**src/design/amw_pkg.sv**
```systemverilog
package amw_pkg;
    // ------------------------------------------------------------
    // Register map
    // ------------------------------------------------------------
    localparam logic [2:0] ADDR_FMT   = 3'h0;
    localparam logic [2:0] ADDR_CTL1  = 3'h1;
    localparam logic [2:0] ADDR_CTL2  = 3'h2;
    localparam logic [2:0] ADDR_RXST  = 3'h3;
    localparam logic [2:0] ADDR_RXBUF = 3'h4;
    localparam logic [2:0] ADDR_TXBUF = 3'h5;
    // ------------------------------------------------------------
    // Field positions
    // ------------------------------------------------------------
    localparam int CTL1_RX_EN   = 0;
    localparam int CTL1_TX_EN   = 1;
    localparam int CTL1_SLEEP   = 2;
    localparam int CTL1_TXWREQ  = 3;
    localparam int CTL2_RX_IEN  = 1;
    localparam int CTL2_TX_EMPT = 6;
    localparam int CTL2_TX_RDY  = 7;
    localparam int RXST_WAKE    = 1;
    localparam int RXST_PE      = 2;
    localparam int RXST_OE      = 3;
    localparam int RXST_FE      = 4;
    localparam int RXST_FULL    = 6;
    // ------------------------------------------------------------
    // Reset values and timing
    // ------------------------------------------------------------
    localparam logic [7:0] FMT_RST   = 8'h07;
    localparam logic [7:0] CTL_RST   = 8'h00;
    localparam int         TICKS_BIT = 8;
    localparam int         START_LOW = 4;
    localparam int         IDLE_RX_BITS = 10;
    localparam int         IDLE_TX_BITS = 11;
    localparam logic [2:0] SAMP_A    = 3'h3;
    localparam logic [2:0] SAMP_B    = 3'h4;
    localparam logic [2:0] SAMP_C    = 3'h5;

    typedef struct packed {
        logic       two_stop;
        logic       par_even;
        logic       par_en;
        logic       rsvd;
        logic       addr_mode;
        logic [2:0] char_len;
    } amw_fmt_type;

    typedef enum logic [6:0] {
        T_IDLE  = 7'b000_0001,
        T_START = 7'b000_0010,
        T_DATA  = 7'b000_0100,
        T_ADDR  = 7'b000_1000,
        T_PAR   = 7'b001_0000,
        T_STOP  = 7'b010_0000,
        T_WAKE  = 7'b100_0000
    } amw_tx_state_type;

    typedef enum logic [2:0] {
        R_HUNT  = 3'b001,
        R_START = 3'b010,
        R_BITS  = 3'b100
    } amw_rx_state_type;
endpackage : amw_pkg

```
**src/design/amw_uart.sv**
```systemverilog
// Local design decisions: the strobed register port and the placing of the registers.
`timescale 1ns/1ps
module amw_uart
    import amw_pkg::*;
#(
    parameter int OVS_DIV = 4   // Core clocks per oversample tick
)(
    input  wire logic       core_clk_in,    // 10 MHz core clock
    input  wire logic       rst_b_in,       // Async reset, active low
    input  wire logic [2:0] addr_in,        // Register address
    input  wire logic [7:0] wdata_in,       // Write data
    input  wire logic       wr_in,          // Write strobe
    input  wire logic       rd_in,          // Read strobe
    output logic      [7:0] rdata_out,      // Read data, cycle after strobe
    input  wire logic       serial_in_pin,  // Serial receive line
    output logic            serial_out,     // Serial transmit line
    output logic            rx_irq_out      // Receive interrupt request
);
    initial begin
        if (OVS_DIV < 1 || OVS_DIV > 65536)
        begin
            $error("OVS_DIV must be 1 to 65536");
        end
    end

    // ------------------------------------------------------------
    // Registers and oversample tick
    // ------------------------------------------------------------
    logic [7:0]  frame_format_reg;
    logic [7:0]  control_one_reg;
    logic [7:0]  control_two_reg;
    logic [7:0]  tx_holding_buffer;
    logic        tx_full_reg;
    logic [7:0]  rx_holding_buffer;
    logic        rx_full_flag;
    logic        rx_wake_flag;
    logic [2:0]  rx_err_reg;        // FE, OE, PE
    logic [15:0] div_reg;
    logic        oversample_tick;
    amw_fmt_type fmt;
    logic [3:0]  nbits;
    logic        tx_load;
    logic        tx_busy;
    logic        rd_rxbuf;
    logic        wr_ctl1;

    assign fmt      = amw_fmt_type'(frame_format_reg);
    assign nbits    = {1'b0, fmt.char_len} + 4'h1;
    assign rd_rxbuf = rd_in && (addr_in == ADDR_RXBUF);
    assign wr_ctl1  = wr_in && (addr_in == ADDR_CTL1);

    always_ff @(posedge core_clk_in or negedge rst_b_in)
    begin
        if (!rst_b_in)
        begin
            div_reg         <= 16'h0000;
            oversample_tick <= 1'b0;
        end
        else if (div_reg == 16'(OVS_DIV - 1))
        begin
            div_reg         <= 16'h0000;
            oversample_tick <= 1'b1;
        end
        else
        begin
            div_reg         <= div_reg + 16'h0001;
            oversample_tick <= 1'b0;
        end
    end

    always_ff @(posedge core_clk_in or negedge rst_b_in)
    begin
        if (!rst_b_in)
        begin
            frame_format_reg <= FMT_RST;
            control_two_reg  <= CTL_RST;
        end
        else if (wr_in && addr_in == ADDR_FMT)
        begin
            frame_format_reg <= wdata_in;
        end
        else if (wr_in && addr_in == ADDR_CTL2)
        begin
            control_two_reg  <= wdata_in;
        end
    end

    // Sleep is written only by the host; a new write beats the load clear
    always_ff @(posedge core_clk_in or negedge rst_b_in)
    begin
        if (!rst_b_in)
        begin
            control_one_reg <= CTL_RST;
        end
        else if (wr_ctl1)
        begin
            control_one_reg <= wdata_in;
        end
        else if (tx_load)
        begin
            control_one_reg[CTL1_TXWREQ] <= 1'b0;
        end
    end

    always_ff @(posedge core_clk_in or negedge rst_b_in)
    begin
        if (!rst_b_in)
        begin
            tx_holding_buffer <= 8'h00;
            tx_full_reg       <= 1'b0;
        end
        else if (wr_in && addr_in == ADDR_TXBUF)
        begin
            tx_holding_buffer <= wdata_in;
            tx_full_reg       <= 1'b1;
        end
        else if (tx_load)
        begin
            tx_full_reg <= 1'b0;
        end
    end

    always_ff @(posedge core_clk_in or negedge rst_b_in)
    begin
        if (!rst_b_in)
        begin
            rdata_out <= 8'h00;
        end
        else if (rd_in)
        begin
            case (addr_in)
                ADDR_FMT:   rdata_out <= frame_format_reg;
                ADDR_CTL1:  rdata_out <= control_one_reg;
                ADDR_CTL2:  rdata_out <= {!tx_full_reg, !tx_full_reg && !tx_busy,
                                          control_two_reg[5:0]};
                ADDR_RXST:  rdata_out <= {1'b0, rx_full_flag, 1'b0, rx_err_reg,
                                          rx_wake_flag, 1'b0};
                ADDR_RXBUF: rdata_out <= rx_holding_buffer;
                default:    rdata_out <= 8'h00;
            endcase
        end
    end

    // ------------------------------------------------------------
    // Transmitter
    // ------------------------------------------------------------
    amw_tx_state_type tx_state_reg;
    logic [7:0]       tx_shift_reg;
    logic             wake_temp_latch;
    logic [2:0]       tx_tick_reg;
    logic [3:0]       tx_bit_reg;
    logic             tx_par_reg;
    logic             tx_bit_end;

    assign tx_busy    = (tx_state_reg != T_IDLE);
    assign tx_load    = !tx_busy && tx_full_reg && control_one_reg[CTL1_TX_EN];
    assign tx_bit_end = oversample_tick && (tx_tick_reg == 3'(TICKS_BIT - 1));

    always_ff @(posedge core_clk_in or negedge rst_b_in)
    begin
        if (!rst_b_in)
        begin
            tx_state_reg    <= T_IDLE;
            tx_shift_reg    <= 8'h00;
            wake_temp_latch <= 1'b0;
            tx_tick_reg     <= 3'h0;
            tx_bit_reg      <= 4'h0;
            tx_par_reg      <= 1'b0;
            serial_out      <= 1'b1;
        end
        else
        begin
            if (oversample_tick)
            begin
                tx_tick_reg <= tx_tick_reg + 3'h1;
            end
            case (tx_state_reg)
                T_IDLE:
                begin
                    serial_out <= 1'b1;
                    if (tx_load)
                    begin
                        tx_shift_reg    <= tx_holding_buffer;
                        wake_temp_latch <= control_one_reg[CTL1_TXWREQ];
                        tx_tick_reg     <= 3'h0;
                        tx_bit_reg      <= 4'h0;
                        tx_par_reg      <= 1'b0;
                        // Idle block start drops the data word entirely
                        if (!fmt.addr_mode && control_one_reg[CTL1_TXWREQ])
                        begin
                            tx_state_reg <= T_WAKE;
                        end
                        else
                        begin
                            tx_state_reg <= T_START;
                            serial_out   <= 1'b0;
                        end
                    end
                end
                T_START:
                begin
                    if (tx_bit_end)
                    begin
                        tx_state_reg <= T_DATA;
                        serial_out   <= tx_shift_reg[0];
                    end
                end
                T_DATA:
                begin
                    if (tx_bit_end)
                    begin
                        tx_par_reg   <= tx_par_reg ^ tx_shift_reg[0];
                        tx_shift_reg <= {1'b0, tx_shift_reg[7:1]};
                        tx_bit_reg   <= tx_bit_reg + 4'h1;
                        if (tx_bit_reg != nbits - 4'h1)
                        begin
                            serial_out <= tx_shift_reg[1];
                        end
                        else if (fmt.addr_mode)
                        begin
                            tx_state_reg <= T_ADDR;
                            serial_out   <= wake_temp_latch;
                        end
                        else if (fmt.par_en)
                        begin
                            tx_state_reg <= T_PAR;
                            serial_out   <= (tx_par_reg ^ tx_shift_reg[0]) ^ !fmt.par_even;
                        end
                        else
                        begin
                            tx_state_reg <= T_STOP;
                            tx_bit_reg   <= 4'h0;
                            serial_out   <= 1'b1;
                        end
                    end
                end
                T_ADDR:
                begin
                    if (tx_bit_end)
                    begin
                        tx_bit_reg <= 4'h0;
                        if (fmt.par_en)
                        begin
                            tx_state_reg <= T_PAR;
                            serial_out   <= tx_par_reg ^ !fmt.par_even;
                        end
                        else
                        begin
                            tx_state_reg <= T_STOP;
                            serial_out   <= 1'b1;
                        end
                    end
                end
                T_PAR:
                begin
                    if (tx_bit_end)
                    begin
                        tx_state_reg <= T_STOP;
                        tx_bit_reg   <= 4'h0;
                        serial_out   <= 1'b1;
                    end
                end
                T_STOP:
                begin
                    if (tx_bit_end)
                    begin
                        tx_bit_reg <= tx_bit_reg + 4'h1;
                        if (tx_bit_reg == 4'(fmt.two_stop))
                        begin
                            tx_state_reg <= T_IDLE;
                        end
                    end
                end
                T_WAKE:
                begin
                    serial_out <= 1'b1;
                    if (tx_bit_end)
                    begin
                        tx_bit_reg <= tx_bit_reg + 4'h1;
                        if (tx_bit_reg == 4'(IDLE_TX_BITS - 1))
                        begin
                            tx_state_reg <= T_IDLE;
                        end
                    end
                end
                default:
                begin
                    tx_state_reg <= T_IDLE;
                    serial_out   <= 1'b1;
                end
            endcase
        end
    end

    // ------------------------------------------------------------
    // Receiver input synchroniser
    // ------------------------------------------------------------
    logic [2:0] rx_sync_reg;
    logic       rx_line;

    always_ff @(posedge core_clk_in or negedge rst_b_in)
    begin
        if (!rst_b_in)
        begin
            rx_sync_reg <= 3'b111;
            rx_line     <= 1'b1;
        end
        else
        begin
            rx_sync_reg <= {rx_sync_reg[1:0], serial_in_pin};
            if (rx_sync_reg[1] == rx_sync_reg[2])
            begin
                rx_line <= rx_sync_reg[2];
            end
        end
    end

    // ------------------------------------------------------------
    // Receiver
    // ------------------------------------------------------------
    amw_rx_state_type rx_state_reg;
    logic [10:0]      rx_shift_reg;
    logic [2:0]       rx_tick_reg;
    logic [3:0]       rx_bit_reg;
    logic [1:0]       rx_samp_reg;
    logic [6:0]       idle_cnt_reg;
    logic             block_start_reg;
    logic [3:0]       rx_total;
    logic             frame_done;
    logic             rx_addr_frame;
    logic             rx_par_bad;
    logic             rx_transfer;

    assign rx_total   = nbits + 4'(fmt.addr_mode) + 4'(fmt.par_en) + 4'h1;
    assign frame_done = oversample_tick && rx_state_reg == R_BITS
                        && rx_tick_reg == 3'(TICKS_BIT - 1) && rx_bit_reg == rx_total - 4'h1;
    // Frame identity: block start in idle-line mode, address bit otherwise
    assign rx_addr_frame = fmt.addr_mode ? rx_shift_reg[nbits] : block_start_reg;
    // Parity spans data bits only, matching the transmitter
    assign rx_par_bad = fmt.par_en && ((^(rx_shift_reg[7:0] & 8'((9'h001 << nbits) - 9'h001)))
                        ^ rx_shift_reg[nbits + 4'(fmt.addr_mode)] ^ !fmt.par_even);
    assign rx_transfer = frame_done && control_one_reg[CTL1_RX_EN]
                         && (!control_one_reg[CTL1_SLEEP] || rx_addr_frame);

    always_ff @(posedge core_clk_in or negedge rst_b_in)
    begin
        if (!rst_b_in)
        begin
            rx_state_reg <= R_HUNT;
            rx_shift_reg <= 11'h000;
            rx_tick_reg  <= 3'h0;
            rx_bit_reg   <= 4'h0;
            rx_samp_reg  <= 2'b00;
        end
        else if (oversample_tick)
        begin
            case (rx_state_reg)
                R_HUNT:
                begin
                    if (!rx_line)
                    begin
                        rx_state_reg <= R_START;
                        rx_tick_reg  <= 3'h1;
                    end
                end
                R_START:
                begin
                    rx_tick_reg <= rx_tick_reg + 3'h1;
                    if (rx_line && rx_tick_reg < 3'(START_LOW))
                    begin
                        rx_state_reg <= R_HUNT;
                    end
                    else if (rx_tick_reg == 3'(TICKS_BIT - 1))
                    begin
                        rx_state_reg <= R_BITS;
                        rx_bit_reg   <= 4'h0;
                    end
                end
                R_BITS:
                begin
                    rx_tick_reg <= rx_tick_reg + 3'h1;
                    if (rx_tick_reg == SAMP_A)
                    begin
                        rx_samp_reg[0] <= rx_line;
                    end
                    if (rx_tick_reg == SAMP_B)
                    begin
                        rx_samp_reg[1] <= rx_line;
                    end
                    if (rx_tick_reg == SAMP_C)
                    begin
                        rx_shift_reg[rx_bit_reg] <= (rx_samp_reg[0] & rx_samp_reg[1])
                            | (rx_line & (rx_samp_reg[0] | rx_samp_reg[1]));
                    end
                    if (rx_tick_reg == 3'(TICKS_BIT - 1))
                    begin
                        rx_bit_reg <= rx_bit_reg + 4'h1;
                        if (frame_done)
                        begin
                            rx_state_reg <= R_HUNT;
                        end
                    end
                end
                default:
                begin
                    rx_state_reg <= R_HUNT;
                end
            endcase
        end
    end

    // Idle gap counted in ticks; a lone low glitch restarts it
    always_ff @(posedge core_clk_in or negedge rst_b_in)
    begin
        if (!rst_b_in)
        begin
            idle_cnt_reg    <= 7'h00;
            block_start_reg <= 1'b0;
        end
        else if (frame_done)
        begin
            idle_cnt_reg    <= 7'h00;
            block_start_reg <= 1'b0;
        end
        else if (oversample_tick)
        begin
            if (!rx_line || rx_state_reg != R_HUNT)
            begin
                idle_cnt_reg <= 7'h00;
            end
            else if (idle_cnt_reg != 7'(IDLE_RX_BITS * TICKS_BIT))
            begin
                idle_cnt_reg <= idle_cnt_reg + 7'h01;
            end
            else
            begin
                block_start_reg <= 1'b1;
            end
        end
    end

    // Ready set beats the read clear in the same cycle
    always_ff @(posedge core_clk_in or negedge rst_b_in)
    begin
        if (!rst_b_in)
        begin
            rx_holding_buffer <= 8'h00;
            rx_full_flag      <= 1'b0;
            rx_wake_flag      <= 1'b0;
            rx_err_reg        <= 3'b000;
        end
        else if (rx_transfer)
        begin
            rx_holding_buffer <= rx_shift_reg[7:0] & 8'((9'h001 << nbits) - 9'h001);
            rx_full_flag      <= 1'b1;
            rx_wake_flag      <= rx_addr_frame;
            rx_err_reg        <= {!rx_shift_reg[rx_total - 4'h1], rx_full_flag, rx_par_bad};
        end
        else if (rd_rxbuf)
        begin
            rx_full_flag <= 1'b0;
        end
    end

    assign rx_irq_out = rx_full_flag && control_two_reg[CTL2_RX_IEN];
endmodule : amw_uart

```
**config.mk**
```make
export PLATFORM = sky130hd
export DESIGN_NAME = amw_uart
export DESIGN_NICKNAME = d
export VERILOG_FILES = /design/src/design/amw_pkg.sv /design/src/design/amw_uart.sv
export SDC_FILE = /design/constraint.sdc
export NUM_CORES = 1
export LEC_CHECK = 0
export BUFFER_PORTS_ARGS = -buffer_cell sky130_fd_sc_hd__buf_2
export CAP_MARGIN = 10
export CORE_AREA = 3 3 164 166
export CTS_BUF_LIST = sky130_fd_sc_hd__clkbuf_8
export DETAILED_ROUTE_END_ITERATION = 10
export DIE_AREA = 0 0 167 169
export PLACE_DENSITY = 0.42
export SETUP_SLACK_MARGIN = 0.5
export SLEW_MARGIN = 20
export SYNTH_ARGS = -nofsm -noshare
export SYNTH_HDL_FRONTEND = slang
export SYNTH_SLANG_ARGS = --single-unit
```
**constraint.sdc**
```tcl
create_clock -name core_clk_in -period 5.57 [get_ports core_clk_in]
set_clock_uncertainty 0.15 [all_clocks]
set_input_delay 0.557 -clock core_clk_in [delete_from_list [all_inputs] [get_ports core_clk_in]]
set_output_delay 0.557 -clock core_clk_in [all_outputs]
set_load 0.01 [all_outputs]
```
==> key figures, run 1 <==
Place
  – Routability-driven placement congestion ratio: 0.8622
  – Number of I/O port buffers: 25
  – Post-DP HPWL: approximately 14,000 µm

STA
  – Pins over their slew limit: 0
  – WHS: -12.94 ps
  – Slew @ Worst Pin: just under 1000 ps
  – Final min period: 4149 ps
  – RSZ-0062 raised after global routing: no
  – Max-Slew Margin vs Limit: roughly a third
  – Fin. Hold Viols: 4
  – Setup TNS Final: 0 ps
  – Fin crit share: 74.49%
  – Fmax: 241.0 MHz
  – Final setup fails: 0

Floorplan
  – Core Box Area: between 20,000 and 30,000 µm²
  – Placement Rows: 59
  – Starting Density: 28.69%
  – Die area: ~28,000 µm²
  – Die Width: ~170 µm
  – Die Height: 169 µm
  – I/O pin cnt: 26

Outcome
  – Failing checks: hold timing
  – Status: finished with violations

Run
  – Max-cap violations: 0

Clock tree
  – CTS Buffer Depth: 2
  – H-tree lvl count: 4
  – Cts bufs inserted: 17
  – Post-cts hold buffer count: 0
  – Insertion delay to the later sink of the worst-skew pair: roughly 450 ps
  – CTS tree: built
  – Root buffer cell: clkbuf_8
  – Clock transition at the registers of the reported paths: ~80 ps
  – Clk sinks: between 100 and 150
  – Post-CTS setup repair buffer count: 0
  – Cells resized by post-CTS repair: 0

Pwr
  – Cell internal pwr: slightly below 2 mW
  – Sw Pwr: around 1.1 mW
  – Maximum vdd drop: 0.1413 mV
  – PD cells: roughly 370 nW/µm²
  – Clk network pwr share: 28.5%
  – Combinational share of power: 29.9%
  – Sw Ratio: between 30% and 40%
  – Static Leak: ~3.5 nW
  – Tot Pwr: 3.054 mW
  – Sequential power share: a little over two fifths

Drt
  – Final ANT Viol Nets: 0
  – Via density: between 5 and 6
  – Wire length per cell: between 15 and 20 µm
  – Vias: ~5.5k
  – DRC Markers: 0
  – TritonRoute pass-1 iters: 5
  – Iter 0 DRT Violations: ~450
  – Routed wire length: 19,160 µm

Min path
  – HP Class: primary input to asynchronous set/reset pin

Critical path
  – WP data required: between 5000 and 6000 ps
  – Crit-path max cell delay: just under 700 ps
  – Arrival time at the worst endpoint: ~4400 ps
  – Setup crit end kind: flip-flop
  – Startpoint types: flip-flop
  – WS Path Type: flip-flop to flip-flop
  – Worst path slowest cell: dfstp_2
  – Crit-path cells: ha_1, nor2_1, a21o_1, nand2_1, ha_1, inv_1, a211oi_1, a2111oi_4, o21ai_1, xnor3_1, xnor3_1, o31ai_2
  – Worst-path maximum fanout: 15

Global route
  – GR Overflow Total: 0
  – Total GRT Usage: between 10% and 20%
  – Initial antenna violation count: 1
  – Vias in the first global route: between 5k and 6k
  – First-pass GRT wire length: between 30,000 and 40,000 µm
  – Pin count of the biggest net entering global routing: 80

Final layout
  – Reg area: ~3200 µm²
  – Nets: 794
  – Max reg flops: 16
  – Ant. Diodes: 0
  – Fillers: 2,634
  – Multi-input logic area: 3891 µm²
  – Layout cells sized above 1: approximately 18%
  – Layout area overhead: 11.65%

Synth
  – Async set or reset register ratio after synthesis: 100.0%
  – Post-Synthesis Cells: 737
  – Post-synth top area share: roughly two fifths
  – Top FF cell, synth: dfrtp_1
  – Yosys Warn Count: 0
  – Syn_nets: 779
  – Synth area leaders: dfrtp_1 (40%), mux2_2 (5.8%), nand2_1 (4.5%)
  – Mapped Area: approximately 7400 µm²
  – Syn avg cell area: between 10 and 15 µm²
  – Area leader, netlist: dfrtp_1
  – Number of synthesized flops with an enable pin: 0
  – Distinct cells, synth: between 70 and 80
  – Post-synthesis sequential area ratio: between 40% and 50%
  – Synth Register Bits: 129
worst paths after layout:
check	slack, ps	endpoint	startpoint	cells after the start
setup / recovery	1420	rx_err_reg[0]$_DFFE_PN0P_	fmt[0]$_DFFE_PN1P_	12
hold / removal	-10	tx_state_reg[1]$_DFFE_PN0P_	rst_b_in	1
setup reg to reg	1420	rx_err_reg[0]$_DFFE_PN0P_	fmt[0]$_DFFE_PN1P_	12
hold reg to reg	210	rx_sync_reg[1]$_DFF_PN1_	rx_sync_reg[0]$_DFF_PN1_	0
max in group asynchronous	4080	div_reg[0]$_DFF_PN0_	rst_b_in	2
min in group core_clk_in	60	rx_sync_reg[0]$_DFF_PN1_	serial_in_pin	1
layout by cell type, fill, tap and decap left out, types with 5 or more instances in the layout:
| master | synthesis | layout |
|---|---|---|
| dfrtp_1 | 119 | 119 |
| nand2_1 | 88 | 88 |
| o21ai_0 | 65 | 65 |
| nor2_1 | 54 | 54 |
| mux2_2 | 38 | 38 |
| inv_1 | 30 | 30 |
| ha_1 | 26 | 26 |
| buf_2 | 3 | 24 |
| xnor2_1 | 23 | 23 |
| nand3_1 | 23 | 23 |
| a21oi_1 | 23 | 23 |
| mux2i_1 | 21 | 21 |
| clkbuf_8 | 0 | 20 |
| nor3_1 | 14 | 14 |
| xor2_1 | 13 | 13 |
| and3_1 | 10 | 10 |
| a31oi_1 | 10 | 10 |
| dfstp_2 | 10 | 10 |
| nor2b_1 | 8 | 8 |
| mux4_2 | 7 | 7 |
| nand4_1 | 6 | 6 |
| nand2b_1 | 6 | 6 |
| o21a_1 | 6 | 6 |
| o31ai_1 | 6 | 6 |
| and2_1 | 5 | 5 |
| a22oi_1 | 5 | 5 |
| mux2_4 | 5 | 5 |
synthesized netlist by cell type (6+ instances only):
library cell	instances
o21a_1	6
o31ai_1	6
xor2_1	13
o21ai_0	65
mux2i_1	21
nand2_1	88
a21oi_1	23
dfrtp_1	119
nor3_1	14
ha_1	26
and3_1	10
nor2_1	54
clkbuf_1	19
mux2_2	38
nand3_1	23
inv_1	30
a31oi_1	10
nand4_1	6
mux4_2	7
nand2b_1	6
xnor2_1	23
dfstp_2	10
nor2b_1	8
power groups by stage:
stage	clock (mW)	sequential, mW	combinational [mW]
after detailed placement	0	1.28	0.910
after global routing	0.954	1.29	1.03
after global placement	0	1.28	0.890
final	0.872	1.27	0.912
after floorplan	0	1.20	0.741
after CTS	0.904	1.27	0.914
routing by layer:
metal	routed length, µm	global-route usage, %
met2	9051	22.49
met5	17	0
met3	707	2.989
met1	9108	18.95
met4	279	4.519
worst max-delay path: cells and delay by family (launching register included):
kind            cells  cell delay [ps]
compound gates      5             1130
xor+xnor            2              800
fa+ha+maj           2              860
buf+inv             1              140
flops               1              680
simple gates        2              290
kinds of logic after synthesis:
kind of cell	Yosys count	synth area share [%]
xor gates and xnor gates	42	6.178
AOI/OAI and AO/OA	161	14.24
and+or+nand+nor	243	15.69
buffers and inverters	63	3.605
muxes	71	11.78
DFF	129	43.84
adders and majority gates	28	4.672
final cells by class:
class	instances	share of cell area, %
multi-input cells	545	47.15
clock buffers	20	3.335
flip-flops and latches	129	39.27
inverters	31	1.410
repair buffers	28	1.865
well taps	335	5.079
clock inverters	12	1.895
metrics by stage:
step / instance area [µm²] / cells / setup slack (ps) / util, % / hold slack (ps)
global route: 8253 / 1100 / 1181 / 32.03 / 12.06
finish: 8253 / 1100 / 1421 / 32.03 / -12.94
CTS: 8253 / 1100 / 1502 / 32.03 / 17.44
floorplan: 7392 / 737 / 2247 / - / 111.4
detailed placement: 7821 / 1068 / 1530 / 30.36 / 199.3
global placement: 7821 / 1068 / 1660 / 30.36 / 198.6
Power figures use the tool's default switching activity.
==> run 2, diff against run 1 <==
--- a/config.mk
+++ b/config.mk
@@ -11,7 +11,7 @@
 export CTS_BUF_LIST = sky130_fd_sc_hd__clkbuf_8
 export DETAILED_ROUTE_END_ITERATION = 10
 export DIE_AREA = 0 0 167 169
-export PLACE_DENSITY = 0.42
+export PLACE_DENSITY = 0.44
 export SETUP_SLACK_MARGIN = 0.5
 export SLEW_MARGIN = 20
 export SYNTH_ARGS = -nofsm -noshare
==> constraint.sdc (replaced) <==
create_clock -name core_clk_in -period 3.5 [get_ports core_clk_in]
set_clock_uncertainty 0.15 [all_clocks]
set_input_delay 0.35 -clock core_clk_in [delete_from_list [all_inputs] [get_ports core_clk_in]]
set_output_delay 0.35 -clock core_clk_in [all_outputs]
set_load 0.01 [all_outputs]
==> key figures, run 2 (synthesis gave the netlist of run 1 again) <==
Outcome
  – Status: finished, final reports clean

Final layout
  – Layout area overhead: 18.14%
  – Layout cells sized above 1: a little under a quarter
  – Reg area: roughly 3200 µm²
  – Commonest non-fill, non-tap cell in the layout: dfrtp_1
  – Most frequent cells in the layout: dfrtp_1 (119), nand2_1 (88), o21ai_0 (62)
  – Fillers: 2,621
  – Multi-input logic area: just over 4000 µm²
  – Max reg flops: 16
  – Non-Filler Instances: approximately 1.1k
  – Post-layout util: about 34%
  – Nets: a little over 800
  – Ant. Diodes: 0

Floorplan
  – Placement Rows: 59
  – Die Width: 167 µm
  – Die Height: about 170 µm
  – Starting Density: 28.69%
  – Core Box Area: 25,760 µm²
  – I/O pin cnt: 26
  – Die area: around 28,000 µm²

STA
  – Fin. Hold Viols: 0
  – Max-Slew Margin vs Limit: between 60 and 70%
  – Fmax: 320.7 MHz
  – Setup TNS Final: 0 ps
  – Pins over their slew limit: 0
  – WHS: a little under 30 ps
  – RSZ-0062 raised after global routing: yes
  – Final min period: a little over 3000 ps
  – Slew @ Worst Pin: 587.5 ps
  – Final setup fails: 0
  – Fin crit share: about 89%

Pwr
  – Sw Pwr: between 1.5 and 2 mW
  – PD cells: between 600 and 700 nW/µm²
  – Combinational share of power: about a third
  – Maximum vdd drop: 0.2573 mV
  – Cell internal pwr: 3.414 mW
  – Tot Pwr: 5.240 mW
  – Sequential power share: between 30% and 40%
  – Sw Ratio: between 30% and 40%
  – Static Leak: between 3 and 4 nW
  – Clk network pwr share: 29.2%

Drt
  – Wire length per cell: around 17 µm
  – Vias: roughly 5.6k
  – Final ANT Viol Nets: 0
  – DRC Markers: 0
  – Iter 0 DRT Violations: roughly 270
  – Via density: roughly 4.9
  – Routed wire length: roughly 19,000 µm
  – TritonRoute pass-1 iters: 4

Place
  – Number of I/O port buffers: 25
  – Post-DP HPWL: between 10,000 and 15,000 µm
  – Routability-driven placement congestion ratio: between 0.8 and 0.9
  – Placed Cells incl. Taps: between 1k and 1.5k

Global route
  – Pin count of the biggest net entering global routing: slightly below 80
  – Vias in the first global route: 5,622
  – Initial antenna violation count: 3
  – Total GRT Usage: approximately 14%
  – GR Overflow Total: 0
  – First-pass GRT wire length: ~31,000 µm

Critical path
  – Arrival time at the worst endpoint: about 3300 ps
  – Setup crit end kind: flip-flop
  – WP data required: between 3000 and 4000 ps
  – WS Path Type: flip-flop to flip-flop
  – Startpoint types: flip-flop
  – Worst-path maximum fanout: 20

Clock tree
  – Cts bufs inserted: 17
  – CTS Buffer Depth: 2
  – Insertion delay to the later sink of the worst-skew pair: 450 ps
  – Root buffer cell: clkbuf_8
  – Clock transition at the registers of the reported paths: roughly 80 ps
  – CTS tree: built
  – H-tree lvl count: 4
  – Clk sinks: between 100 and 150

Run
  – Max-cap violations: 0

Min path
  – HP Class: primary input to flip-flop
[run 2: cell count changes in the layout (fill, tap and decap cells not counted), sizes merged]
cell / delta
inv: +3
dlygate4sd3: +3
buf: +30
clkbuf: -3
clkinvlp: -2
bufinv: +2
[run 2: what timing repair did]
| item | CTS | global route |
|---|---|---|
| pin swaps | 8 | 5 |
| endpoints found under the setup margin | 17 | 14 |
| hold buffers | 3 | 0 |
| resized for setup | 13 | 11 |
| hold endpoints to repair | 50 | 0 |
| setup buffers | 14 | 4 |
[run 2: path summary, 6_finish.rpt]
check,from,end,slack (ps),cells after the start
max,fmt[0]$_DFFE_PN1P_,rx_holding_buffer[2]$_DFFE_PN0P_,380,10
min,wdata_in[1],fmt[1]$_DFFE_PN1P_,30,3
max reg2reg,fmt[0]$_DFFE_PN1P_,rx_holding_buffer[2]$_DFFE_PN0P_,380,10
min reg2reg,rx_sync_reg[0]$_DFF_PN1_,rx_sync_reg[1]$_DFF_PN1_,210,0
max in group asynchronous,rst_b_in,tx_state_reg[0]$_DFFE_PN1P_,2060,3
min in group asynchronous,rst_b_in,rx_holding_buffer[3]$_DFFE_PN0P_,290,2
[run 2: metrics by stage]
step | setup slack (ps) | cell area (µm²)
after global routing | 283.9 | 8733
after global placement | 229.5 | 8015
after CTS | 402.7 | 8667
final | 382.1 | 8733
after detailed placement | 181.9 | 8015
after floorplan | 479.1 | 7487
[run 2: power by group through the flow]
stage	combinational, mW	clock [mW]	sequential [mW]
2_1_floorplan	1.25	0	1.92
3_3_place_gp	1.59	0	2.03
3_5_place_dp	1.59	0	2.02
4_1_cts	1.68	1.57	1.99
5_1_grt	1.91	1.65	2.04
6_report	1.72	1.53	1.99
[run 2: routing by layer]
layer / GRT usage (%) / part of all wire [%]
met1: 19.52 / 50
met2: 21.13 / 45
met3: 3.223 / 3.6
met4: 4.161 / 1.1
met5: 0 / 0.19
[run 2: final cells by class]
type | instances | share of cell area, %
Clock buffer | 17 | 2.679
Clock inverter | 15 | 2.636
Inverter | 31 | 1.390
Multi-Input combinational cell | 545 | 46.33
Sequential cell | 129 | 37.11
Tap cell | 335 | 4.799
Timing Repair Buffer | 61 | 5.057
[run 2: critical path, cell delays in order (launching register included)]
cell      delay, ps
dfstp_2         650
inv_6            80
ha_4            320
ha_4            130
xnor3_2         310
xor2_4          180
xor2_1          160
nand4_1         120
a2111o_1        410
buf_12          180
mux2_4          300
==> run 3, diff against run 2 <==
--- a/config.mk
+++ b/config.mk
@@ -7,11 +7,14 @@
 export LEC_CHECK = 0
 export BUFFER_PORTS_ARGS = -buffer_cell sky130_fd_sc_hd__buf_2
 export CAP_MARGIN = 10
+export CELL_PAD_IN_SITES_DETAIL_PLACEMENT = 1
+export CELL_PAD_IN_SITES_GLOBAL_PLACEMENT = 2
 export CORE_AREA = 3 3 164 166
 export CTS_BUF_LIST = sky130_fd_sc_hd__clkbuf_8
 export DETAILED_ROUTE_END_ITERATION = 10
 export DIE_AREA = 0 0 167 169
-export PLACE_DENSITY = 0.44
+export GPL_ROUTABILITY_DRIVEN = 0
+export PLACE_DENSITY = 0.61
 export SETUP_SLACK_MARGIN = 0.5
 export SLEW_MARGIN = 20
 export SYNTH_ARGS = -nofsm -noshare
==> key figures, run 3 (synthesis gave the netlist of run 1 again) <==
STA
  – Max-Slew Margin vs Limit: ~45%
  – WHS: ~31 ps
  – Final min period: roughly 3200 ps
  – Final setup margin: ~350 ps
  – Setup TNS Final: 0 ps
  – RSZ-0062 raised after global routing: yes
  – Fmax: around 320 MHz
  – Pins over their slew limit: 0
  – Slew @ Worst Pin: approximately 830 ps
  – Fin crit share: between 90% and 100%
  – Final setup fails: 0
  – Fin. Hold Viols: 0

Critical path
  – Flop-to-flop setup slack: around 350 ps
  – Crit-path cells: buf_12, inv_8, ha_4, buf_4, nand2_4, mux2_4, a2bb2oi_4, xnor3_1, a2111o_1, buf_12, mux2_4
  – Crit-path max cell delay: 600 ps
  – Worst-path maximum fanout: 10
  – Bufs and invs on worst path: 4
  – WP data required: about 3700 ps
  – Arrival time at the worst endpoint: between 3000 and 4000 ps
  – Worst setup endpoint: rx_holding_buffer[7]$_DFFE_PN0P_
  – Crit path from: fmt[0]$_DFFE_PN1P_
  – FF-to-FF path depth: 11
  – Setup crit end kind: flip-flop
  – Startpoint types: flip-flop
  – Reg2reg end: rx_holding_buffer[7]$_DFFE_PN0P_
  – WS Path Type: flip-flop to flip-flop
  – Cell family with most CP delay: flip-flops
  – Reg-to-reg startpoint: fmt[0]$_DFFE_PN1P_
  – Worst path slowest cell: dfstp_2
  – CP Depth: 11

Clock tree
  – CTS Buffer Depth: 2
  – Root buffer cell: clkbuf_8
  – CTS tree: built
  – Clk sinks: between 100 and 150
  – Insertion delay to the later sink of the worst-skew pair: 440 ps
  – Clock transition at the registers of the reported paths: roughly 90 ps
  – H-tree lvl count: 4
  – Cts bufs inserted: 17

Final layout
  – Fillers: approximately 2.9k
  – Non-Filler Cell Area, Final: 8835 µm²
  – Layout cells sized above 1: 25.50%
  – Commonest non-fill, non-tap cell in the layout: dfrtp_1
  – Nets: 837
  – Most frequent cells in the layout: dfrtp_1 (119), nand2_1 (83), o21ai_0 (59)
  – Layout area overhead: 19.52%
  – Ant. Diodes: 0
  – Max reg flops: 16

Drt
  – Routed wire length: 21,210 µm
  – Final ANT Viol Nets: 0
  – Iter 0 DRT Violations: 302
  – TritonRoute pass-1 iters: 4
  – DRC Markers: 0
  – Vias: roughly 5.8k
  – Wire length per cell: around 19 µm
  – Via density: a little over 5

Outcome
  – Status: finished, final reports clean

Global route
  – Vias in the first global route: ~6.4k
  – Pin count of the biggest net entering global routing: between 80 and 90
  – Total GRT Usage: between 15 and 20%
  – First-pass GRT wire length: ~35,000 µm
  – GR Overflow Total: 0
  – Initial antenna violation count: 0

Floorplan
  – Die Height: around 170 µm
  – Die Width: 167 µm
  – I/O pin cnt: 26
  – Die area: around 28,000 µm²
  – Starting Density: roughly 29%
  – Placement Rows: 59
  – Core Box Area: approximately 26,000 µm²

Place
  – Placed instance area: between 7000 and 8000 µm²
  – Number of I/O port buffers: 25
  – Post-DP HPWL: ~15,000 µm
  – Dpl ws: 104.4 ps

Pwr
  – Static Leak: ~3.8 nW
  – Maximum vdd drop: about 0.21 mV
  – Tot Pwr: between 5 and 6 mW
  – PD cells: 588.7 nW/µm²

Min path
  – HP Class: primary input to flip-flop

Run
  – Max-cap violations: 0
==> run 3: worst min path at each step <==
stage                                  start                               end  slack, ps  cells past startpoint
floorplan                           rst_b_in       block_start_reg$_DFFE_PN0P_       -100                      0
global placement    rx_sync_reg[0]$_DFF_PN1_          rx_sync_reg[1]$_DFF_PN1_        200                      0
detailed placement  rx_sync_reg[0]$_DFF_PN1_          rx_sync_reg[1]$_DFF_PN1_        200                      0
CTS                              wdata_in[6]  tx_holding_buffer[6]$_DFFE_PN0P_         10                      2
global route                     wdata_in[7]    control_one_reg[7]$_DFFE_PN0P_         10                      2
finish                           wdata_in[6]    control_one_reg[6]$_DFFE_PN0P_         30                      2
==> run 3: repair_timing <==
item	4_1_cts	5_1_grt
endpoints found under the setup margin	17	18
pin swaps	6	5
gates cloned	0	2
setup buffers	18	10
hold buffers	2	0
hold endpoints to repair	74	0
gates resized for setup	17	24
==> run 3: power breakdown <==
| part | switching [mW] | total, mW | internal (mW) |
|---|---|---|---|
| registers | 0.260 | 2.00 | 1.75 |
| logic | 0.974 | 1.83 | 0.857 |
| clock network | 0.681 | 1.37 | 0.684 |
| total | 1.91 | 5.20 | 3.29 |
==> run 3: routing by layer <==
layer / track usage [%] / routed length [µm] / vias to the layer above / share of wire, %
li1: - / - / 2743 / -
met1: 19.92 / 9983 / 2934 / 47
met2: 26.60 / 10400 / 75 / 49
met3: 2.522 / 490 / 25 / 2.3
met4: 4.878 / 341 / 0 / 1.6
met5: 0 / 0 / - / 0
==> run 3: cell type report <==
cell class,count,area [µm²],area share [%]
Inverter,31,123.9,1.402
Tap cell,335,419.2,4.744
Multi-Input combinational cell,545,4084,46.23
Clock inverter,13,150.1,1.699
Sequential cell,129,3244,36.72
Clock buffer,19,261.5,2.960
Timing Repair Buffer,71,551.8,6.246
==> run 3: through the flow <==
stage               utilization (%)  instances
floorplan                         -        737
global placement              31.03       1079
detailed placement            31.03       1079
CTS                           33.48       1131
global route                  34.29       1143
finish                        34.29       1143
==> run 3: worst register-to-register path: stages (launching register included) <==
cell and delay [ps]:
dfstp_2 600, buf_12 120, inv_8 40, ha_4 250, buf_4 150, nand2_4 80, mux2_4 320, a2bb2oi_4 160
xnor3_1 340, a2111o_1 370, buf_12 180, mux2_4 290
